## src/spicc_pkg.sv

```systemverilog
// Package holding the register map, field layout, reset values and states of the serial clock block.
package spicc_pkg;

	localparam int unsigned ADDR_W = 8;
	localparam int unsigned DATA_W = 32;

	localparam logic [ADDR_W-1:0] OFS_CTRL   = 8'h00;
	localparam logic [ADDR_W-1:0] OFS_DIV    = 8'h04;
	localparam logic [ADDR_W-1:0] OFS_TXDATA = 8'h08;
	localparam logic [ADDR_W-1:0] OFS_RXDATA = 8'h0c;
	localparam logic [ADDR_W-1:0] OFS_STATUS = 8'h10;

	localparam int unsigned BIT_TX_PHASE   = 0;
	localparam int unsigned BIT_RX_PHASE   = 1;
	localparam int unsigned BIT_POLARITY   = 2;
	localparam int unsigned BIT_CLK_SOURCE = 4;

	localparam int unsigned BIT_TX_EMPTY = 0;
	localparam int unsigned BIT_RX_FULL  = 1;
	localparam int unsigned BIT_BUSY     = 2;

	localparam int unsigned PRELOAD_W = 6;
	localparam int unsigned BYTE_W    = 8;
	localparam int unsigned EDGE_W    = 4;

	localparam logic                 RST_TX_PHASE   = 1'h0;
	localparam logic                 RST_RX_PHASE   = 1'h1;
	localparam logic                 RST_POLARITY   = 1'h0;
	localparam logic                 RST_CLK_SOURCE = 1'h0;
	localparam logic [PRELOAD_W-1:0] RST_PRELOAD    = 6'h02;
	localparam logic [BYTE_W-1:0]    RST_BYTE       = 8'h00;

	localparam logic [PRELOAD_W-1:0] PRELOAD_MAIN = 6'h00;
	localparam logic [EDGE_W-1:0]    LAST_EDGE    = 4'hf;
	localparam logic [EDGE_W-1:0]    FIRST_EDGE   = 4'h0;

	localparam int unsigned NSYNC  = 3;
	localparam int unsigned IN_2M  = 0;
	localparam int unsigned IN_48M = 1;
	localparam int unsigned IN_SDI = 2;

	typedef enum logic [1:0] {
		SPICC_IDLE = 2'b00,
		SPICC_RUN  = 2'b01,
		SPICC_DONE = 2'b10
	} spicc_state_t;

endpackage : spicc_pkg

```

## src/spicc_core.sv

```systemverilog
// Byte-oriented serial master with selectable clock source, polarity and phases behind an APB slave.
//
// Behaviour
// Clock source bit picks 2 MHz or 48 MHz.
// Zero preload forces main system clock source.
// Polarity bit sets idle clock level.
// Receive phase one samples on even edges.
// Receive phase zero samples on odd edges.
// Transmit phase one drives on odd edges.
// Transmit phase zero presents data before edges.
// Slave samples on the matching edge parity.
// Edge choices depend only on phase bits.
// Software keeps clock settings stable during transfers.
// Six-bit preload field, resets to two.
// Transmit write with buffer empty starts transfer.
// Divider counter reloaded from preload toggles clock.
//
// Local design decision: the APB interface to the registers.
`timescale 1ns/1ns

module spicc_core (
	input  wire logic                           pclk,
	input  wire logic                           presetn,
	input  wire logic                           psel,
	input  wire logic                           penable,
	input  wire logic                           pwrite,
	input  wire logic [spicc_pkg::ADDR_W-1:0]   paddr,
	input  wire logic [spicc_pkg::DATA_W-1:0]   pwdata,
	output logic      [spicc_pkg::DATA_W-1:0]   prdata,
	output logic                                pready,
	output logic                                pslverr,
	input  wire logic                           clk_2mhz_in,
	input  wire logic                           ring_osc_48m_in,
	input  wire logic                           serial_data_in,
	output logic                                sclk_out,
	output logic                                serial_data_out,
	output logic                                select_n_out
);
	import spicc_pkg::*;

	function automatic logic reg_hit(input logic [ADDR_W-1:0] addr, input logic [ADDR_W-1:0] ofs);
		reg_hit = (addr == ofs);
	endfunction : reg_hit

	// Configuration registers.
	logic                 transmit_phase_ff;
	logic                 receive_phase_ff;
	logic                 clock_idle_polarity_ff;
	logic                 clock_source_select_ff;
	logic [PRELOAD_W-1:0] preload_ff;

	// Data path state.
	spicc_state_t         state_ff;
	spicc_state_t         nxt_state;
	logic [BYTE_W-1:0]    hold_ff;
	logic                 transmit_buffer_empty_ff;
	logic [BYTE_W-1:0]    tx_sh_ff;
	logic [BYTE_W-1:0]    rx_sh_ff;
	logic [BYTE_W-1:0]    rx_data_ff;
	logic                 rx_full_ff;
	logic                 rx_pend_ff;
	logic [PRELOAD_W-1:0] div_cnt_ff;
	logic [EDGE_W-1:0]    edge_cnt_ff;
	logic                 sclk_ff;
	logic                 sdo_ff;
	logic                 select_n_ff;

	// APB answer registers.
	logic [DATA_W-1:0]    prdata_ff;
	logic                 pslverr_ff;

	// Input synchronisers: two flip-flops, then a third stage used for edge detection.
	logic [NSYNC-1:0]     in_raw;
	logic [NSYNC-1:0]     meta_ff;
	logic [NSYNC-1:0]     sync_ff;
	logic [NSYNC-1:0]     prev_ff;

	assign in_raw[IN_2M]  = clk_2mhz_in;
	assign in_raw[IN_48M] = ring_osc_48m_in;
	assign in_raw[IN_SDI] = serial_data_in;

	genvar gi;
	generate
		for (gi = 0; gi < NSYNC; gi++) begin : g_sync
			always_ff @(posedge pclk or negedge presetn) begin
				if (!presetn) begin
					meta_ff[gi] <= 1'b0;
					sync_ff[gi] <= 1'b0;
					prev_ff[gi] <= 1'b0;
				end else begin
					meta_ff[gi] <= in_raw[gi];
					sync_ff[gi] <= meta_ff[gi];
					prev_ff[gi] <= sync_ff[gi];
				end
			end
		end
	endgenerate

	// Bus decode.
	wire setup_phase = psel & ~penable;
	wire access_wr   = psel & penable & pwrite;
	wire access_rd   = psel & penable & ~pwrite;
	wire hit_ctrl    = reg_hit(paddr, OFS_CTRL);
	wire hit_div     = reg_hit(paddr, OFS_DIV);
	wire hit_tx      = reg_hit(paddr, OFS_TXDATA);
	wire hit_rx      = reg_hit(paddr, OFS_RXDATA);
	wire hit_status  = reg_hit(paddr, OFS_STATUS);
	wire hit_any     = hit_ctrl | hit_div | hit_tx | hit_rx | hit_status;
	wire wr_ctrl     = access_wr & hit_ctrl;
	wire wr_div      = access_wr & hit_div;
	wire wr_tx       = access_wr & hit_tx;
	wire rd_rx       = access_rd & hit_rx;

	// Source ticks for the divider.
	wire rise_2m   = sync_ff[IN_2M] & ~prev_ff[IN_2M];
	wire rise_48m  = sync_ff[IN_48M] & ~prev_ff[IN_48M];
	wire use_main  = (preload_ff == PRELOAD_MAIN);
	wire ext_tick  = clock_source_select_ff ? rise_2m : rise_48m;
	wire src_tick  = use_main ? 1'b1 : ext_tick;

	wire running   = (state_ff == SPICC_RUN);
	wire div_done  = (div_cnt_ff == PRELOAD_MAIN);
	wire edge_evt  = running & src_tick & div_done;
	wire edge_odd  = ~edge_cnt_ff[0];
	wire last_edge = (edge_cnt_ff == LAST_EDGE);

	// Edge choices depend only on the phase bits, never on the idle polarity.
	wire sample_evt = edge_evt & (receive_phase_ff ? ~edge_odd : edge_odd);
	wire drive_evt  = edge_evt & ~last_edge
	                & (transmit_phase_ff ? edge_odd : ~edge_odd);
	wire [BYTE_W-1:0] rx_shifted = {rx_sh_ff[BYTE_W-2:0], sync_ff[IN_SDI]};

	// A byte is pending whenever the holding register is not empty.
	wire start_xfer = (state_ff != SPICC_RUN) & ~transmit_buffer_empty_ff;

	always_comb begin
		nxt_state = state_ff;
		case (state_ff)
			SPICC_IDLE: begin
				if (start_xfer) begin
					nxt_state = SPICC_RUN;
				end
			end
			SPICC_RUN: begin
				if (edge_evt && last_edge) begin
					nxt_state = SPICC_DONE;
				end
			end
			SPICC_DONE: begin
				nxt_state = start_xfer ? SPICC_RUN : SPICC_IDLE;
			end
			default: begin
				nxt_state = SPICC_IDLE;
			end
		endcase
	end

	always_ff @(posedge pclk or negedge presetn) begin
		if (!presetn) begin
			transmit_phase_ff      <= RST_TX_PHASE;
			receive_phase_ff       <= RST_RX_PHASE;
			clock_idle_polarity_ff <= RST_POLARITY;
			clock_source_select_ff <= RST_CLK_SOURCE;
			preload_ff             <= RST_PRELOAD;
		end else begin
			if (wr_ctrl) begin
				transmit_phase_ff      <= pwdata[BIT_TX_PHASE];
				receive_phase_ff       <= pwdata[BIT_RX_PHASE];
				clock_idle_polarity_ff <= pwdata[BIT_POLARITY];
				clock_source_select_ff <= pwdata[BIT_CLK_SOURCE];
			end
			if (wr_div) begin
				preload_ff <= pwdata[PRELOAD_W-1:0];
			end
		end
	end

	// Holding register and empty flag; the hardware set wins over a same-cycle write.
	always_ff @(posedge pclk or negedge presetn) begin
		if (!presetn) begin
			hold_ff                  <= RST_BYTE;
			transmit_buffer_empty_ff <= 1'b1;
		end else begin
			if (wr_tx) begin
				hold_ff <= pwdata[BYTE_W-1:0];
			end
			if (start_xfer) begin
				transmit_buffer_empty_ff <= 1'b1;
			end else if (wr_tx) begin
				transmit_buffer_empty_ff <= 1'b0;
			end
		end
	end

	always_ff @(posedge pclk or negedge presetn) begin
		if (!presetn) begin
			state_ff <= SPICC_IDLE;
		end else begin
			state_ff <= nxt_state;
		end
	end

	// Divider and clock pin.  Outside a transfer the clock rests at the idle level.
	always_ff @(posedge pclk or negedge presetn) begin
		if (!presetn) begin
			div_cnt_ff  <= RST_PRELOAD;
			edge_cnt_ff <= FIRST_EDGE;
			sclk_ff     <= RST_POLARITY;
		end else if (!running) begin
			div_cnt_ff  <= preload_ff;
			edge_cnt_ff <= FIRST_EDGE;
			sclk_ff     <= clock_idle_polarity_ff;
		end else if (src_tick) begin
			if (div_done) begin
				div_cnt_ff  <= preload_ff;
				edge_cnt_ff <= edge_cnt_ff + 4'h1;
				sclk_ff     <= ~sclk_ff;
			end else begin
				div_cnt_ff <= div_cnt_ff - 6'h01;
			end
		end
	end

	// Transmit shifter.  With transmit phase zero the first bit is placed at load time.
	always_ff @(posedge pclk or negedge presetn) begin
		if (!presetn) begin
			tx_sh_ff    <= RST_BYTE;
			sdo_ff      <= 1'b0;
			select_n_ff <= 1'b1;
		end else begin
			if (start_xfer) begin
				select_n_ff <= 1'b0;
				if (transmit_phase_ff) begin
					tx_sh_ff <= hold_ff;
				end else begin
					tx_sh_ff <= {hold_ff[BYTE_W-2:0], 1'b0};
					sdo_ff   <= hold_ff[BYTE_W-1];
				end
			end else if (drive_evt) begin
				sdo_ff   <= tx_sh_ff[BYTE_W-1];
				tx_sh_ff <= {tx_sh_ff[BYTE_W-2:0], 1'b0};
			end else if (state_ff == SPICC_DONE) begin
				select_n_ff <= 1'b1;
			end
		end
	end

	// Receive path.  A finished byte waits in the shifter while the previous one is unread;
	// the next transfer overwrites it, so software must read before writing again.
	always_ff @(posedge pclk or negedge presetn) begin
		if (!presetn) begin
			rx_sh_ff   <= RST_BYTE;
			rx_data_ff <= RST_BYTE;
			rx_full_ff <= 1'b0;
			rx_pend_ff <= 1'b0;
		end else begin
			if (sample_evt) begin
				rx_sh_ff <= rx_shifted;
			end
			if (state_ff == SPICC_DONE) begin
				if (rx_full_ff && !rd_rx) begin
					rx_pend_ff <= 1'b1;
				end else begin
					rx_data_ff <= rx_sh_ff;
					rx_full_ff <= 1'b1;
				end
			end else if (rd_rx) begin
				if (rx_pend_ff) begin
					rx_data_ff <= rx_sh_ff;
					rx_pend_ff <= 1'b0;
				end else begin
					rx_full_ff <= 1'b0;
				end
			end
		end
	end

	// Read data is captured in the setup cycle so the access phase never waits.
	wire [DATA_W-1:0] ctrl_word = {27'h0000000, clock_source_select_ff, 1'b0,
	                               clock_idle_polarity_ff, receive_phase_ff, transmit_phase_ff};
	wire [DATA_W-1:0] div_word  = {26'h0000000, preload_ff};
	wire [DATA_W-1:0] tx_word   = {24'h000000, hold_ff};
	wire [DATA_W-1:0] rx_word   = {24'h000000, rx_data_ff};
	wire [DATA_W-1:0] stat_word = {29'h00000000, running, rx_full_ff, transmit_buffer_empty_ff};
	wire [DATA_W-1:0] rd_mux    = hit_ctrl   ? ctrl_word :
	                              hit_div    ? div_word  :
	                              hit_tx     ? tx_word   :
	                              hit_rx     ? rx_word   :
	                              hit_status ? stat_word : 32'h00000000;

	always_ff @(posedge pclk or negedge presetn) begin
		if (!presetn) begin
			prdata_ff  <= 32'h00000000;
			pslverr_ff <= 1'b0;
		end else if (setup_phase) begin
			prdata_ff  <= pwrite ? 32'h00000000 : rd_mux;
			pslverr_ff <= ~hit_any;
		end
	end

	assign prdata          = prdata_ff;
	assign pslverr         = pslverr_ff & psel & penable;
	assign pready          = 1'b1;
	assign sclk_out        = sclk_ff;
	assign serial_data_out = sdo_ff;
	assign select_n_out    = select_n_ff;

endmodule : spicc_core

```

## config.mk

```make
export PLATFORM = sky130hd
export DESIGN_NAME = spicc_core
export DESIGN_NICKNAME = d
export VERILOG_FILES = /design/src/spicc_pkg.sv /design/src/spicc_core.sv
export SDC_FILE = /design/constraint.sdc
export NUM_CORES = 1
export LEC_CHECK = 0
export BUFFER_PORTS_ARGS = -buffer_cell sky130_fd_sc_hd__clkbuf_2
export CAP_MARGIN = 10
export CORE_MARGIN = 4
export CORE_UTILIZATION = 35
export CTS_CLUSTER_DIAMETER = 60
export DETAILED_ROUTE_END_ITERATION = 10
export GPL_TIMING_DRIVEN = 0
export PLACE_DENSITY = 0.61
export SYNTH_ARGS = -nofsm -noshare
export SYNTH_HDL_FRONTEND = slang
export SYNTH_SLANG_ARGS = --single-unit
export TNS_END_PERCENT = 100
```

## constraint.sdc

```tcl
create_clock -name pclk -period 2.6 [get_ports pclk]
set_clock_uncertainty 0.15 [all_clocks]
set_input_delay 0 -clock pclk [delete_from_list [all_inputs] [get_ports pclk]]
set_output_delay 0 -clock pclk [all_outputs]
set_load 0.02 [all_outputs]
```

==> reports/summary.txt <==
CP Data Required Time = 2.69 ns
vias per inst = 4.89
Setup crit start kind = register
grt ovf = 0
Fmax = 406 MHz
Post-synth EDFFs = 0
max cap viols = 0
number of I/O pins = 85
top cells by count, synth = dfrtp_1 (72), mux2_2 (39), buf_4 (25), nand2_1 (25), nor2_1 (25)
largest area contributor in the netlist = dfrtp_1
Tmin final = 2.46 ns
RSZ-0062 raised after global routing = false
Post-Route Utilization = 45.2%
vias in the first global route = 2736
post-synthesis instance area = 3760 um2
crit path cell chain = inv_1 -> ha_1 -> or3b_2 -> nor2_4 -> o21ai_4 -> nor3_4 -> buf_12 -> mux2_2
post-route clock period utilization = 94.7%
layout cell share with drive strength beyond 1 = 31.3%
post-route ant nets = 0
CTS tree = built
area grow syn2layout = 25.1%
Seq/Total Area, Yosys = 51.4%
kind of critical path = register to register
Slowest-stage cell, CP = or3b_2
cts repair resizes = 0
Final Hold Vio Count = 0
ant diodes = 0
first-pass GRT wire length = 13700 um
peak supply drop = 0.000457 V
status = finished clean
largest net degree at the start of global routing = 64
buffer levels on the longest clock path = 2
Avg Cell Area, Syn = 11.2 um2
initial antenna violation count = 0
top_reg_cell synth = dfrtp_1
Clock transition at path regs = 0.08 ns
FILL cells = 992
Static Leak = 0.00220 uW
Initial DRT Pass Iterations = 4
Post-layout nets = 481
CP Max Fanout = 9
synthesized flop and latch total = 77
fin. max-slew vios = 0
GPL Wtd Cong = 0.858
Slew @ Worst Pin = 0.609 ns
CP endpoint kind = register
Detail Placement HPWL = 5890 um
R2R depth = 8
cts bufs inserted = 9
Total GRT Usage = 13.6%
total wire length = 8180 um
die area = 12500 um2
root buffer cell = clkbuf_8
Routed wire per std cell = 14.3 um
Worst path max stage delay = 0.50 ns
TritonCTS Sinks = 77
Hold Crit Class = primary input to asynchronous set/reset pin
Yosys top cell area share = 47.9%
Die H = 112 um
residual DRC count = 0
setup TNS = 0 ns
initial core utilization = 36.1%
setup violators final = 0
worst rel slew slack = 59.3%
asr flop ratio synth = 100%
worst-skew pair later-pin latency = 0.35 ns
Area contributors post-synth = dfrtp_1 (48%), mux2_2 (12%), buf_4 (5.0%)
YS warnings = 0
Power Density = 684 nW/um2
Die W = 112 um
Iteration-0 DRC Markers = 82
Worst Path Arrival = 2.55 ns
most frequent cell after synthesis = dfrtp_1
routed vias = 2790
port bufs = 34
Netlist cell types = 50
core area = 10400 um2
H-Tree Depth = 3
FP Rows = 37
Synth Instances = 336
through the flow:
stage / setup slack (ns) / instance area, um2 / instances / hold WS [ns] / power [uW]
after global routing: 0.0440 / 4710 / 571 / 0.0441 / 3410
after floorplan: 0.296 / 3850 / 359 / -0.446 / 1980
after detailed placement: 0.0306 / 4220 / 530 / -0.240 / 2170
after CTS: 0.0459 / 4690 / 570 / 0.0239 / 3250
final: 0.139 / 4710 / 571 / 0.0364 / 3220
after global placement: 0.0343 / 4190 / 529 / -0.0378 / 2140
cell usage in the layout (no fill, tap or decap), drive strengths merged, types with 5 or more instances in the layout:
| master | instances |
|---|---|
| a221o | 7 |
| dlygate4sd3 | 24 |
| clkbuf | 52 |
| nor3 | 5 |
| nand3 | 7 |
| nor2 | 27 |
| inv | 10 |
| conb | 25 |
| mux2 | 39 |
| dfrtp | 72 |
| nand2b | 7 |
| a21oi | 10 |
| buf | 28 |
| o21ai | 26 |
| nand2 | 25 |
| a22oi | 7 |
| dfstp | 5 |
| mux2i | 11 |
flip-flops by register name (all words and copies together), names as in the netlist, 2 cells and up:
signal       flops
div_cnt_ff       6
edge_cnt_ff      4
hold_ff          8
meta_ff          3
prdata           8
preload_ff       6
prev_ff          2
rx_data_ff       8
rx_sh_ff         8
state_ff         2
sync_ff          2
tx_sh_ff         8
worst paths after layout:
path	start	end	slack (ns)
max	div_cnt_ff[0]$_DFFE_PN0P_	rx_sh_ff[3]$_DFFE_PN0P_	0.14
min	presetn	div_cnt_ff[1]$_DFFE_PN1P_	0.04
max reg2reg	div_cnt_ff[0]$_DFFE_PN0P_	rx_sh_ff[3]$_DFFE_PN0P_	0.14
min reg2reg	meta_ff[0]$_DFF_PN0_	sync_ff[0]$_DFF_PN0_	0.20
max in group asynchronous	presetn	prev_ff[1]$_DFF_PN0_	1.23
min in group pclk	clk_2mhz_in	meta_ff[0]$_DFF_PN0_	0.14
metal layers:
layer | GRT usage (%) | share of wire [%] | up-vias
met5 | 0 | 0 | -
met4 | 5.68 | 3.0 | 0
met3 | 3.42 | 5.5 | 20
met2 | 21.4 | 46 | 82
met1 | 17.9 | 45 | 1346
li1 | - | - | 1342
logic make-up after synthesis:
family	Yosys count	share of synthesized area, %
buf+inv	41	6.62
flops	77	51.4
simple gates	90	12.5
other cells	2	0.200
xor+xnor	5	1.16
fa+ha+maj	3	0.998
compound gates	68	12.6
mux	50	14.6
critical path, delay by kind of cell, from the launching register on:
family	cells	cell delay (ns)
flip-flops	1	0.39
AND/OR/NAND/NOR	3	0.89
multiplexers	1	0.33
adder cells (fa/ha/maj)	1	0.17
AO/OA/AOI/OAI	1	0.13
buffers and inverters	2	0.29
layout make-up:
type,count,area [um2],area share (%)
timing repair buffer,60,460,9.78
tap,136,170,3.61
clock buffer,9,124,2.63
multi-input combinational,241,1670,35.4
sequential,77,1930,41.1
clock inverter,7,105,2.23
inverter,6,22.5,0.478
buffer,35,226,4.81
report_power, final:
| group | switching, uW | internal (uW) |
|---|---|---|
| registers | 114 | 1350 |
| logic | 399 | 322 |
| clock network | 481 | 557 |
repair_timing:
action,CTS,global route
hold buffers,24,0
pin swaps,1,1
endpoints found under the hold margin,108,0
setup endpoints to repair,1,8
setup buffers,0,1
Power figures use the tool's default switching activity.
